**src/tcw_pkg.sv**
```systemverilog
// package: constants, register map and types for the turns counter block
package tcw_pkg;
  localparam int ADDR_W = 6;
  // word indices; byte address is four times the index
  localparam logic [ADDR_W-1:0] REG_CTRL     = 6'h1e;
  localparam logic [ADDR_W-1:0] REG_FLAGS    = 6'h26;
  localparam logic [ADDR_W-1:0] REG_CONFIG   = 6'h30;
  localparam logic [ADDR_W-1:0] REG_COUNT    = 6'h31;
  localparam logic [ADDR_W-1:0] REG_STATUS   = 6'h32;
  localparam logic [ADDR_W-1:0] REG_IRQ_EN   = 6'h33;
  localparam logic [ADDR_W-1:0] REG_IRQ_CLR  = 6'h34;
  localparam logic [ADDR_W-1:0] REG_LEVELS   = 6'h35;
  localparam logic [ADDR_W-1:0] REG_VELTHR   = 6'h36;
  localparam logic [ADDR_W-1:0] REG_SLEEPLEN = 6'h37;

  localparam logic [3:0] CMD_TURN_RESET = 4'h1;
  localparam int CMD_LSB   = 0;
  localparam int FLAG_SAT   = 0;
  localparam int FLAG_DELTA = 3;
  localparam int IRQ_SAT   = 0;
  localparam int IRQ_DELTA = 1;
  localparam int IRQ_WAKE  = 2;
  localparam int IRQ_W = 3;

  localparam int ANGLE_W = 12;
  localparam logic [ANGLE_W-1:0] ANG_180 = 12'h800;
  localparam logic [ANGLE_W-1:0] ANG_135 = 12'h600;
  localparam logic [ANGLE_W-1:0] ANG_45  = 12'h200;
  localparam int STEP45_SHIFT  = 9;
  localparam int STEP180_SHIFT = 11;

  localparam int CNT_W = 12;
  localparam logic signed [CNT_W-1:0] MAX45  = 12'sh7ff;
  localparam logic signed [CNT_W-1:0] MIN45  = 12'sh800;
  localparam logic signed [CNT_W-1:0] MAX180 = 12'sh1ff;
  localparam logic signed [CNT_W-1:0] MIN180 = 12'she00;

  localparam logic [9:0] RISE_BASE_MV = 10'd300;
  localparam logic [9:0] RISE_STEP_MV = 10'd50;
  localparam logic [9:0] FALL_FLOOR_MV = 10'd100;
  localparam logic [9:0] HYS_MV0 = 10'd50;
  localparam logic [9:0] HYS_MV1 = 10'd150;
  localparam logic [9:0] HYS_MV2 = 10'd300;
  localparam logic [9:0] HYS_MV3 = 10'd400;

  localparam int CLK_HZ = 20_000_000;
  localparam int WAKE_TIME_US = 160;
  localparam int WAKE_CYCLES = WAKE_TIME_US * (CLK_HZ / 1_000_000);
  localparam int SAMPLE_DIV = 64;
  localparam logic [15:0] SLEEP_UNITS_RST = 16'h0010;
  localparam logic [ANGLE_W-1:0] VELTHR_RST = 12'h100;

  typedef enum logic {MODE_STEP180, MODE_STEP45} tcw_step_type;
  typedef enum {ST_FULL, ST_WAKE, ST_SLEEP} tcw_power_type;

  typedef struct packed {
    logic [ADDR_W-1:0] address;
    logic              read;
    logic              write;
    logic [31:0]       writedata;
  } tcw_bus_req_type;

  typedef struct packed {
    logic [2:0]   riseSel;
    logic [1:0]   hysSel;
    tcw_step_type stepSel;
    logic         lpmEnable;
  } tcw_cfg_type;
endpackage

```
**src/tcw_wake_levels.sv**
```systemverilog
// wake comparator level lookup: rise and falling levels in millivolts
`timescale 1ns/10ps
module tcw_wake_levels
  import tcw_pkg::*;
(
  input  wire logic [2:0] wake_rise_level_sel,
  input  wire logic [1:0] hysSel,
  output logic      [9:0] wake_rise_level,
  output logic      [9:0] fallLevel
);
  logic [9:0] hysMv;
  logic [9:0] rawFall;

  assign wake_rise_level = RISE_BASE_MV
    + 10'(RISE_STEP_MV * {7'h00, wake_rise_level_sel});

  always_comb begin
    unique case (hysSel)
      2'h0: hysMv = HYS_MV0;
      2'h1: hysMv = HYS_MV1;
      2'h2: hysMv = HYS_MV2;
      2'h3: hysMv = HYS_MV3;
    endcase
  end

  // subtraction may underflow, so compare before subtracting
  assign rawFall = (wake_rise_level > hysMv + FALL_FLOOR_MV) ?
                   wake_rise_level - hysMv : FALL_FLOOR_MV;
  assign fallLevel = rawFall;
endmodule

```
**src/tcw_turns_counter.sv**
```systemverilog
// turns counter with low-power duty cycle, wake input and Avalon-MM slave
//
// Local design decisions: the placing of the registers and register access over Avalon-MM.
`timescale 1ns/10ps
module tcw_turns_counter
  import tcw_pkg::*;
#(
  parameter int SLEEP_UNIT_CYCLES = 8192
)(
  input  wire logic                      clk,
  input  wire logic                      sys_rst,
  input  wire logic [tcw_pkg::ADDR_W-1:0] avs_address,
  input  wire logic                      avs_read,
  input  wire logic                      avs_write,
  input  wire logic [31:0]               avs_writedata,
  output logic      [31:0]               avs_readdata,
  output logic                           avs_waitrequest,
  input  wire logic [tcw_pkg::ANGLE_W-1:0] sampleAngle,
  input  wire logic                      wakeIn,
  input  wire logic                      fullPower,
  output logic [11:0]                    turn_count,
  output logic [9:0]                     wake_rise_level,
  output logic [9:0]                     wakeFallLevel,
  output logic                           awake,
  output logic                           irq
);
  import tcw_pkg::*;

  tcw_bus_req_type req;
  tcw_cfg_type     cfg;
  tcw_power_type   pstate;
  logic            ack;
  logic            wr;
  logic            rd;
  logic [ANGLE_W-1:0] velThr;
  logic [15:0]     sleepUnits;
  logic            wakeMeta;
  logic            wakeSync;
  logic            wakePrev;
  logic            wakeRise;
  logic [15:0]     unitCnt;
  logic [15:0]     sleepCnt;
  logic            periodEnd;
  logic [15:0]     waitCnt;
  logic            sampleTick;
  logic            angMeta;
  logic [ANGLE_W-1:0] angSync0;
  logic [ANGLE_W-1:0] angSync1;
  logic [ANGLE_W-1:0] prevAngle;
  logic [ANGLE_W-1:0] delta;
  logic [ANGLE_W-1:0] absDelta;
  logic            deltaNeg;
  logic [ANGLE_W-1:0] accum;
  logic [ANGLE_W:0] next_accum;
  logic signed [CNT_W-1:0] stepCnt;
  logic signed [CNT_W+1:0] next_count;
  logic signed [CNT_W-1:0] countReg;
  logic signed [CNT_W-1:0] cntMax;
  logic signed [CNT_W-1:0] cntMin;
  logic            satHit;
  logic            bigDelta;
  logic            turnReset;
  logic            satFlag;
  logic            deltaFlag;
  logic [IRQ_W-1:0] irqStatus;
  logic [IRQ_W-1:0] irqEnable;
  logic [IRQ_W-1:0] irqEvents;
  logic [9:0]      fallMv;
  logic            sampled;
  logic [ANGLE_W-1:0] lastVel;
  logic [ANGLE_W-STEP45_SHIFT-1:0] octDiff;
  logic            halfDiff;

  assign req = '{address: avs_address, read: avs_read,
                 write: avs_write, writedata: avs_writedata};
  // one wait cycle: request answered on the second edge
  assign avs_waitrequest = (req.read | req.write) & ~ack;
  // a write lands at the edge where waitrequest is seen low
  assign wr = req.write & ack;
  // read data is registered one edge early so it stands when answered
  assign rd = req.read & ~ack;

  always_ff @(posedge clk) begin
    if (sys_rst) begin
      ack <= 1'b0;
    end else begin
      ack <= (req.read | req.write) & ~ack;
    end
  end

  assign turnReset = wr && req.address == REG_CTRL &&
                     req.writedata[CMD_LSB +: 4] == CMD_TURN_RESET;

  // configuration registers
  always_ff @(posedge clk) begin
    if (sys_rst) begin
      cfg        <= '{riseSel: 3'h0, hysSel: 2'h0,
                      stepSel: MODE_STEP45, lpmEnable: 1'b0};
      velThr     <= VELTHR_RST;
      sleepUnits <= SLEEP_UNITS_RST;
    end else if (wr) begin
      unique case (req.address)
        REG_CONFIG: begin
          cfg.riseSel   <= req.writedata[2:0];
          cfg.hysSel    <= req.writedata[5:4];
          cfg.stepSel   <= tcw_step_type'(req.writedata[8]);
          cfg.lpmEnable <= req.writedata[12];
        end
        REG_VELTHR:   velThr     <= req.writedata[ANGLE_W-1:0];
        REG_SLEEPLEN: sleepUnits <= req.writedata[15:0];
        default: ;
      endcase
    end
  end

  // levels are pure lookups; the comparator itself sits off chip
  tcw_wake_levels levels (
    .wake_rise_level_sel (cfg.riseSel),
    .hysSel              (cfg.hysSel),
    .wake_rise_level     (wake_rise_level),
    .fallLevel           (fallMv)
  );
  assign wakeFallLevel = fallMv;

  // comparator output already carries hysteresis; only synchronise it
  always_ff @(posedge clk) begin
    if (sys_rst) begin
      wakeMeta <= 1'b0;
      wakeSync <= 1'b0;
      wakePrev <= 1'b0;
    end else begin
      wakeMeta <= wakeIn;
      wakeSync <= wakeMeta;
      wakePrev <= wakeSync;
    end
  end
  assign wakeRise = wakeSync & ~wakePrev;

  // sleep period counter runs free regardless of state
  always_ff @(posedge clk) begin
    if (sys_rst) begin
      unitCnt  <= '0;
      sleepCnt <= '0;
    end else if (unitCnt == 16'(SLEEP_UNIT_CYCLES - 1)) begin
      unitCnt  <= '0;
      sleepCnt <= (sleepCnt >= sleepUnits - 16'h0001) ? '0
                                                       : sleepCnt + 16'h0001;
    end else begin
      unitCnt <= unitCnt + 16'h0001;
    end
  end
  // sleep decisions fall only on these period boundaries
  assign periodEnd = unitCnt == 16'(SLEEP_UNIT_CYCLES - 1) &&
                     sleepCnt >= sleepUnits - 16'h0001;

  // sample enable: fast while held awake, once per wake window otherwise
  always_ff @(posedge clk) begin
    if (sys_rst || pstate == ST_SLEEP) begin
      waitCnt <= '0;
    end else if (sampleTick) begin
      waitCnt <= '0;
    end else begin
      waitCnt <= waitCnt + 16'h0001;
    end
  end
  // >= so a switch to the fast rate never runs past its count
  assign sampleTick = (pstate == ST_FULL || wakeSync) ?
                      waitCnt >= 16'(SAMPLE_DIV - 1) :
                      waitCnt >= 16'(WAKE_CYCLES - 1);

  // a wake visit goes to sleep only after an angle sample taken since the last sleep
  always_ff @(posedge clk) begin
    if (sys_rst || pstate == ST_SLEEP) begin
      sampled <= 1'b0;
    end else if (sampleTick && angMeta) begin
      sampled <= 1'b1;
    end
  end

  // velocity is the delta of the last sample, not the live angle
  always_ff @(posedge clk) begin
    if (sys_rst) begin
      lastVel <= '0;
    end else if (sampleTick && angMeta) begin
      lastVel <= absDelta;
    end
  end

  // power state
  always_ff @(posedge clk) begin
    if (sys_rst) begin
      pstate <= ST_FULL;
    end else begin
      unique case (pstate)
        ST_FULL: if (!fullPower && cfg.lpmEnable) begin
          pstate <= ST_WAKE;
        end
        ST_WAKE: if (fullPower || !cfg.lpmEnable) begin
          pstate <= ST_FULL;
        end else if (periodEnd && sampled && !wakeSync && !bigDelta &&
                     lastVel < velThr) begin
          pstate <= ST_SLEEP;
        end
        ST_SLEEP: if (fullPower || !cfg.lpmEnable) begin
          pstate <= ST_FULL;
        end else if (wakeSync || periodEnd) begin
          pstate <= ST_WAKE;
        end
      endcase
    end
  end
  assign awake = pstate != ST_SLEEP;

  // angle bus is from another domain: two stages then read
  always_ff @(posedge clk) begin
    if (sys_rst) begin
      angSync0 <= '0;
      angSync1 <= '0;
      angMeta  <= 1'b0;
    end else begin
      angSync0 <= sampleAngle;
      angSync1 <= angSync0;
      angMeta  <= 1'b1;
    end
  end

  assign delta    = angSync1 - prevAngle;
  // modular wrap: top half of the circle reads as the opposite way
  assign deltaNeg = delta >= ANG_180;
  assign absDelta = deltaNeg ? ANGLE_W'(-delta) : delta;
  assign bigDelta = sampleTick && angMeta && absDelta > ANG_135;

  // sub-step residue accumulates so slow rotation is not lost
  always_comb begin
    next_accum = {1'b0, accum} + {1'b0, delta};
    // sector differences wrap in their own width; the sign comes
    // only from the direction decision
    octDiff  = next_accum[ANGLE_W-1:STEP45_SHIFT]
               - accum[ANGLE_W-1:STEP45_SHIFT];
    halfDiff = next_accum[STEP180_SHIFT] ^ accum[STEP180_SHIFT];
    if (cfg.stepSel == MODE_STEP45) begin
      stepCnt = CNT_W'(octDiff);
      if (deltaNeg && octDiff != '0) begin
        stepCnt = stepCnt - 12'sd8;
      end
    end else begin
      stepCnt = CNT_W'(halfDiff);
      if (deltaNeg && halfDiff) begin
        stepCnt = stepCnt - 12'sd2;
      end
    end
  end

  // limits follow the step size; a mode change clamps at next sample
  always_comb begin
    if (cfg.stepSel == MODE_STEP45) begin
      cntMax = MAX45;
      cntMin = MIN45;
    end else begin
      cntMax = MAX180;
      cntMin = MIN180;
    end
  end

  assign next_count = (CNT_W+2)'(countReg) + (CNT_W+2)'(stepCnt);
  assign satHit = sampleTick && angMeta &&
                  (next_count >= (CNT_W+2)'(cntMax) && stepCnt > 0 ||
                   next_count <= (CNT_W+2)'(cntMin) && stepCnt < 0);

  // counting continues in every power state except sleep
  always_ff @(posedge clk) begin
    if (sys_rst || turnReset) begin
      countReg  <= '0;
      accum     <= '0;
      prevAngle <= angSync1;
    end else if (sampleTick && angMeta) begin
      prevAngle <= angSync1;
      accum     <= next_accum[ANGLE_W-1:0];
      if (next_count > (CNT_W+2)'(cntMax)) begin
        countReg <= cntMax;
      end else if (next_count < (CNT_W+2)'(cntMin)) begin
        countReg <= cntMin;
      end else begin
        countReg <= CNT_W'(next_count);
      end
    end
  end
  assign turn_count = countReg;

  // warning flags cleared only by the counter reset command; set wins
  always_ff @(posedge clk) begin
    if (sys_rst) begin
      satFlag   <= 1'b0;
      deltaFlag <= 1'b0;
    end else begin
      satFlag   <= satHit | (satFlag & ~turnReset);
      deltaFlag <= bigDelta | (deltaFlag & ~turnReset);
    end
  end

  assign irqEvents = {wakeRise, bigDelta, satHit};
  always_ff @(posedge clk) begin
    if (sys_rst) begin
      irqEnable <= '0;
    end else if (wr && req.address == REG_IRQ_EN) begin
      irqEnable <= req.writedata[IRQ_W-1:0];
    end
  end

  // an event in the clear cycle stays set
  always_ff @(posedge clk) begin
    if (sys_rst) begin
      irqStatus <= '0;
    end else if (wr && req.address == REG_IRQ_CLR) begin
      irqStatus <= irqEvents | (irqStatus & ~req.writedata[IRQ_W-1:0]);
    end else begin
      irqStatus <= irqEvents | irqStatus;
    end
  end
  assign irq = |(irqStatus & irqEnable);

  // unmapped reads answer zero; there is no bus error path
  always_ff @(posedge clk) begin
    if (sys_rst) begin
      avs_readdata <= '0;
    end else if (rd) begin
      unique case (req.address)
        REG_FLAGS:    avs_readdata <= 32'({deltaFlag, 2'b00, satFlag});
        REG_CONFIG:   avs_readdata <= 32'({cfg.lpmEnable, 3'b000,
                                           cfg.stepSel, 2'b00, cfg.hysSel,
                                           1'b0, cfg.riseSel});
        REG_COUNT:    avs_readdata <= 32'({{20{countReg[CNT_W-1]}},
                                           countReg});
        REG_STATUS:   avs_readdata <= 32'({wakeSync, awake,
                                           pstate == ST_FULL});
        REG_IRQ_EN:   avs_readdata <= 32'(irqEnable);
        REG_IRQ_CLR:  avs_readdata <= 32'(irqStatus);
        REG_LEVELS:   avs_readdata <= 32'({6'h00, fallMv,
                                           6'h00, wake_rise_level});
        REG_VELTHR:   avs_readdata <= 32'(velThr);
        REG_SLEEPLEN: avs_readdata <= 32'(sleepUnits);
        default:      avs_readdata <= '0;
      endcase
    end
  end
endmodule

```
**config.mk**
```make
export PLATFORM = sky130hd
export DESIGN_NAME = tcw_turns_counter
export DESIGN_NICKNAME = d
export VERILOG_FILES = /design/src/tcw_pkg.sv /design/src/tcw_wake_levels.sv /design/src/tcw_turns_counter.sv
export SDC_FILE = /design/constraint.sdc
export NUM_CORES = 1
export LEC_CHECK = 0
export BUFFER_PORTS_ARGS = -buffer_cell sky130_fd_sc_hd__buf_2
export CORE_AREA = 2 2 147 149
export CTS_CLUSTER_SIZE = 40
export DETAILED_ROUTE_END_ITERATION = 12
export DIE_AREA = 0 0 149 151
export GPL_TIMING_DRIVEN = 0
export PLACE_DENSITY = 0.75
export RECOVER_POWER = 25
export REMOVE_ABC_BUFFERS = 1
export SYNTH_ARGS = -nofsm -noshare
export SYNTH_HDL_FRONTEND = slang
export SYNTH_SLANG_ARGS = --single-unit
```
**constraint.sdc**
```tcl
create_clock -name clk -period 16.49 [get_ports clk]
set_input_delay 0 -clock clk [delete_from_list [all_inputs] [get_ports clk]]
set_output_delay 0 -clock clk [all_outputs]
set_load 0.005 [all_outputs]
```
# After elaboration in Yosys (flattened, before gate mapping)
# Index checks and enable logic that the tools add are counted.
[totals]
register_bits = 233
out_inout_bits = 67
[op_classes]
eq_ne = 22
mul = 1
n_addsub = 14
reduce_logical = 39
muxes = 23
magnitude_cmp = 13
bitwise = 18
[op_table]
columns = ["operator", "n"]
rows = [
  ["32-bit case mux with 9 select lines", 1],
  ["32-bit 2-to-1 mux", 5],
  ["12-bit 2-to-1 mux", 8],
  ["32-bit case mux with 3 select lines", 1],
  ["32-bit zero test", 2],
  ["6-bit == test (second input constant)", 9],
  ["16-bit by 1-bit adder with 16-bit output (second input constant)", 3],
  ["10-bit case mux with 4 select lines", 1],
  ["32-bit by 1-bit == test with 1-bit output (second input constant)", 1],
  ["32-bit by 2-bit == test with 1-bit output (second input constant)", 1],
  ["32-bit by 3-bit == test with 1-bit output (second input constant)", 1],
  ["32-bit by 3-bit != test with 1-bit output (second input constant)", 1],
  ["11-bit 2-to-1 mux", 2],
  ["1-bit logical AND", 17],
  ["16-bit by 13-bit == test with 1-bit output (second input constant)", 1],
  ["16-bit by 12-bit greater-or-equal comparator with 1-bit output (second input constant)", 1],
  ["16-bit greater-or-equal comparator", 1],
  ["16-bit by 6-bit greater-or-equal comparator with 1-bit output (second input constant)", 1],
  ["16-bit 2-to-1 mux", 1],
  ["16-bit by 1-bit subtractor with 16-bit output (second input constant)", 1],
  ["12-bit by 12-bit adder with 13-bit output", 1],
  ["13-bit by 12-bit greater-or-equal comparator with 1-bit output", 1],
  ["13-bit by 12-bit greater-than comparator with 1-bit output", 1],
  ["13-bit by 12-bit less-or-equal comparator with 1-bit output", 1],
  ["other kinds (42)", 67],
]

# Longest topological paths before layout
[depth]
word_depth = 14
mapped_depth = 37

# Hierarchy
# A second synthesis with hierarchy kept.
[hier_totals]
hier_cells = 1391
hier_area_um2 = 11591.1
[modules_own_cells]
columns = ["mod", "cells_per_inst", "instances", "area_per_inst_um2"]
rows = [
  ["tcw_turns_counter", 1267, 1, 10655.2],
  ["tcw_wake_levels", 124, 1, 935.9],
]

# Worst setup path after synthesis
# OpenSTA, ideal clock, no wires.
[synth_path]
path_type = "reg2reg"
startpoint = "register angSync1[0]"
endpoint = "register countReg[10] (netlist: turn_count[10])"
required_time_ns = 16.354
arrival_ns = 7.317
slack_ns = 9.037
path_buffers = 0
setup_time_ns = 0.136
period_less_slack_ns = 7.453
path_stages_with_launch = 37
path_cell_list = "dfxtp_1 inv_1 ha_1 inv_1 fa_1 xnor2_1 inv_2 ha_1 a21o_1 a21oi_1 o21bai_1 a21oi_1 o21bai_1 a21oi_1 o21ai_0 xnor2_1 fa_1 and2_1 a221oi_1 ha_1 inv_1 o21ai_0 o211ai_1 o2bb2ai_1 nor2b_1 o21a_1 o31ai_1 inv_1 ha_1 nand2_1 nor3_1 nand4_1 nor4_1 a21boi_1 o21a_1 a2111oi_0 a211oi_1"
[synth_between]
elab_chain_len = 11
[synth_lines]
columns = ["item", "line_no", "rtl"]
rows = [
  ["start: declaration", "tcw_turns_counter.sv:48", "logic [ANGLE_W-1:0] angSync1;"],
  ["start signal: assignment", "tcw_turns_counter.sv:222", "angSync1 <= angSync0;"],
  ["12-bit subtractor *", "tcw_turns_counter.sv:227", "assign delta = angSync1 - prevAngle;"],
  ["parallel branches: the longest is 5 deep, another holds 12-bit adder", "--", ""],
  ["12-bit 2-to-1 mux *", "tcw_turns_counter.sv:241", "if (cfg.stepSel == MODE_STEP45) begin"],
  ["12-bit by 12-bit adder with 13-bit output *", "tcw_turns_counter.sv:265", "assign next_count = (CNT_W+2)'(countReg) + (CNT_W+2)'(stepCnt);"],
  ["13-bit by 12-bit less-than comparator with 1-bit output", "tcw_turns_counter.sv:281", "end else if (next_count < (CNT_W+2)'(cntMin)) begin"],
  ["12-bit 2-to-1 mux", "tcw_turns_counter.sv:281", ""],
  ["12-bit 2-to-1 mux *", "tcw_turns_counter.sv:279", "if (next_count > (CNT_W+2)'(cntMax)) begin"],
  ["end signal: assignment", "tcw_turns_counter.sv:280", "countReg <= cntMax;"],
  ["end signal: assignment", "tcw_turns_counter.sv:282", "countReg <= cntMin;"],
  ["end signal: assignment", "tcw_turns_counter.sv:284", "countReg <= CNT_W'(next_count);"],
  ["end: declaration", "tcw_turns_counter.sv:57", "logic signed [CNT_W-1:0] countReg;"],
]
# Every way passes the cells marked *.
# A chain may end at the register's enable or synchronous reset.

# Worst setup path in the final report
# Same ends and word-level chain as after synthesis.

==> results.cfg <==
[yosys]
ys_seq_area_frac = 0.355
synth_edf_count = 12
ys_warn_count = 0
netlist_area_sq_um = 11400
async_flop_share = 0
synth_cell_types = 82
syn_inst = 1363
syn_avg_cell_area_sq_um = 8.36
ys.flop_type = dfxtp_1
synth_seq_cells = 196

[power]
total_power_mw = 1.65
ir_drop_mv = 0.0800
power_switching_uw = 649
p_clk_frac = 0.253
p_leak_nw = 5.36
comb_power_share = 0.417
seqPwrFrac = 0.330
switching_share = 0.393
pwr_density_cell_nw_per_um2 = 126
p_int_mw = 1.00

[floorplan]
num_rows = 53
core-area_sq_um = 20800
initial_utilization = 0.547
die_w_microns = 149
dieArea_sq_um = 22500
ios = 123
die_h_microns = 151

[worst_setup_path]
cp_top_family = compound AO/OA/AOI/OAI gates
critical_path_depth = 37
worstRegToRegCells = 37
reg2reg_slack_ps = 8030
worst_setup_path_start_kind = flop
required_ps = 16790
r2r_end = turn_count[10]
arrival_ps = 8760
end_kind = flop
endpoint = turn_count[10]
slowest_delay_ps = 690
path_class = reg -> reg
worstPathMaxFanout = 5
startpoint = angSync1[0]
cpMaxStageDelayCell = a221oi_1
path_buf_inv = 5
r2r_start = angSync1[0]

[drt]
vias_per_cell = 5.69
drtIter0Drc = 642
wl_per_cell_microns = 15.4
dr.pass1.iters = 5
drt_wl_total_microns = 27200
ant_nets = 0
vias = 10100
drc = 0

[layout]
nFillCells = 1739
drive_above_1_share = 0.0930
n_antenna_cell = 0
final_util = 0.627
finalNetCount = 1644
seq_area_sq_um = 4040
area_delta_synth_final_pct = 14.6
multiInputGateArea_sq_um = 6830

[global_route]
antenna_found_initial = 0
grt-busiest-layer = met2
grt_pass1_vias = 9389
grt_overflow = 0
grtUsageMet2 = 0.419
met3_usage = 0.0334
grt_pass1_wl_microns = 44500
track_usage = 0.242
grt_max_degree = 90
use_met1 = 0.307

[clock_tree]
holdBufCountCts = 46
cts_tree = built
numCtsBuffers = 17
clock-sinks = 196
clk_path_buf_depth = 2
path_clk_slew_ps = 80
h-tree-depth = 4
cts_resized = 0
worstSkewPairLatency_ps = 450
root_buffer = clkbuf_16
cts_setup_buffers = 0

[run_status]
status = finished with violations
violations = capacitance limit, slew limit

[sta]
relSlewSlack = -1.71
setup_viol = 0
whs_ps = 160
rsz0062_at_grt = no
fin_setup_tns_ps = 0
hold_viol_final = 0
max_slew.worst_pin.slew_ps = 4070
final.setup_skew_ps = 13.3
final_max_slew_viol_count = 90
period_needed_ps = 8460
fin_crit_sh = 0.513
fmax_ghz = 0.118

[placed_design]
hpwl_microns = 19800
gp_congestion = 0.955
portBuffers = 104

[flow_run]
drv_cap = 1

[worst_hold_path]
hold_class = in -> reg
[logic make-up after synthesis]
group,count (synthesis),synth area share
adders and majority gates,106,0.120
AOI/OAI and AO/OA,310,0.179
and+or+nand+nor,510,0.210
DFF,196,0.355
xor gates and xnor gates,92,0.0707
buffers and inverters,131,0.0490
other,1,0.000329
muxes,17,0.0161
[Yosys cell counts (12+ instances only)]
cell | count | share of area
xor2_1 | 34 | 0.026
clkbuf_1 | 43 | 0.014
edfxtp_1 | 12 | 0.032
a21oi_1 | 110 | 0.048
nor2_1 | 162 | 0.053
a21o_1 | 21 | 0.014
xnor2_1 | 58 | 0.045
nor2b_1 | 40 | 0.022
ha_1 | 101 | 0.11
nand2_1 | 156 | 0.051
nor3_1 | 25 | 0.011
a22oi_1 | 14 | 0.0092
a221oi_1 | 13 | 0.010
nand3_1 | 36 | 0.016
nand4_1 | 14 | 0.0077
inv_1 | 71 | 0.023
mux2i_1 | 15 | 0.013
o21ai_0 | 38 | 0.017
nand2b_1 | 12 | 0.0066
dfxtp_1 | 184 | 0.32
o211ai_1 | 13 | 0.0086
a211oi_1 | 14 | 0.0092
[routing by layer]
layer | vias to the layer above | wire length, microns
met5 | - | 0
met4 | 0 | 815
met3 | 63 | 1410
met2 | 306 | 12900
met1 | 4693 | 12100
li1 | 5011 | -
[area by class of cell]
| cell class | count | share of cell area |
|---|---|---|
| Multi-Input combinational cell | 1041 | 0.523 |
| Tap cell | 275 | 0.0263 |
| Clock inverter | 15 | 0.0135 |
| Timing Repair Buffer | 154 | 0.0748 |
| Inverter | 72 | 0.0207 |
| Clock buffer | 17 | 0.0326 |
| Sequential cell | 196 | 0.310 |
[placed cells by master (no fill, tap or decap), types with 12 or more instances in the layout]
master and n:
a211oi_1 14, a21o_1 21, a21oi_1 110, a221oi_1 13, a22oi_1 14, buf_2 77
clkbuf_1 28, clkbuf_16 17, dfxtp_1 184, dlygate4sd3_1 46, edfxtp_1 12, ha_1 101
inv_1 71, mux2i_1 15, nand2_1 156, nand2b_1 12, nand3_1 36, nand4_1 14
nor2_1 162, nor2b_1 40, nor3_1 24, o211ai_1 13, o21ai_0 38, xnor2_1 58
xor2_1 34
[power groups by stage]
stage	sequential (mW)	combinational (mW)	clock [mW]
6_report	0.545	0.689	0.417
5_1_grt	0.548	0.770	0.444
4_1_cts	0.543	0.680	0.425
3_5_place_dp	0.554	0.663	0
3_3_place_gp	0.553	0.652	0
2_1_floorplan	0.542	0.519	0
[worst min-delay path, cell delays in order]
cell     delay, ps
buf_2          110
or4bb_1        110
nor2_1          40
nand4_1        120
nand2_1         60
a21oi_1        120
[stage by stage]
stage          worst slack (ps)  std cells  instance area (sq um)
3_5_place_dp               7670       1690                  12000
3_3_place_gp               7770       1688                  12000
5_1_grt                    7190       1770                  13100
2_1_floorplan              9040       1309                  11100
4_1_cts                    7560       1768                  13100
6_report                   8030       1770                  13100
[flip-flops by register name, indices dropped and copies added (netlist names), 7 cells and up]
register,flops
velThr,12
angSync0,12
waitCnt,16
avs_readdata,26
cfg,7
unitCnt,16
lastVel,12
accum,11
prevAngle,12
angSync1,12
sleepUnits,16
turn_count,12
sleepCnt,16
[worst min-delay path by stage]
stage,startpoint,cells after the start,endpoint,slack (ps)
4_1_cts,avs_address[5],6,deltaFlag,150
3_3_place_gp,sampleAngle[7],2,angSync0[7],210
3_5_place_dp,sampleAngle[7],2,angSync0[7],210
5_1_grt,avs_address[5],6,deltaFlag,220
2_1_floorplan,sys_rst,1,wakePrev,70
6_report,avs_address[5],6,deltaFlag,160
(Power assumes the default switching activity.)
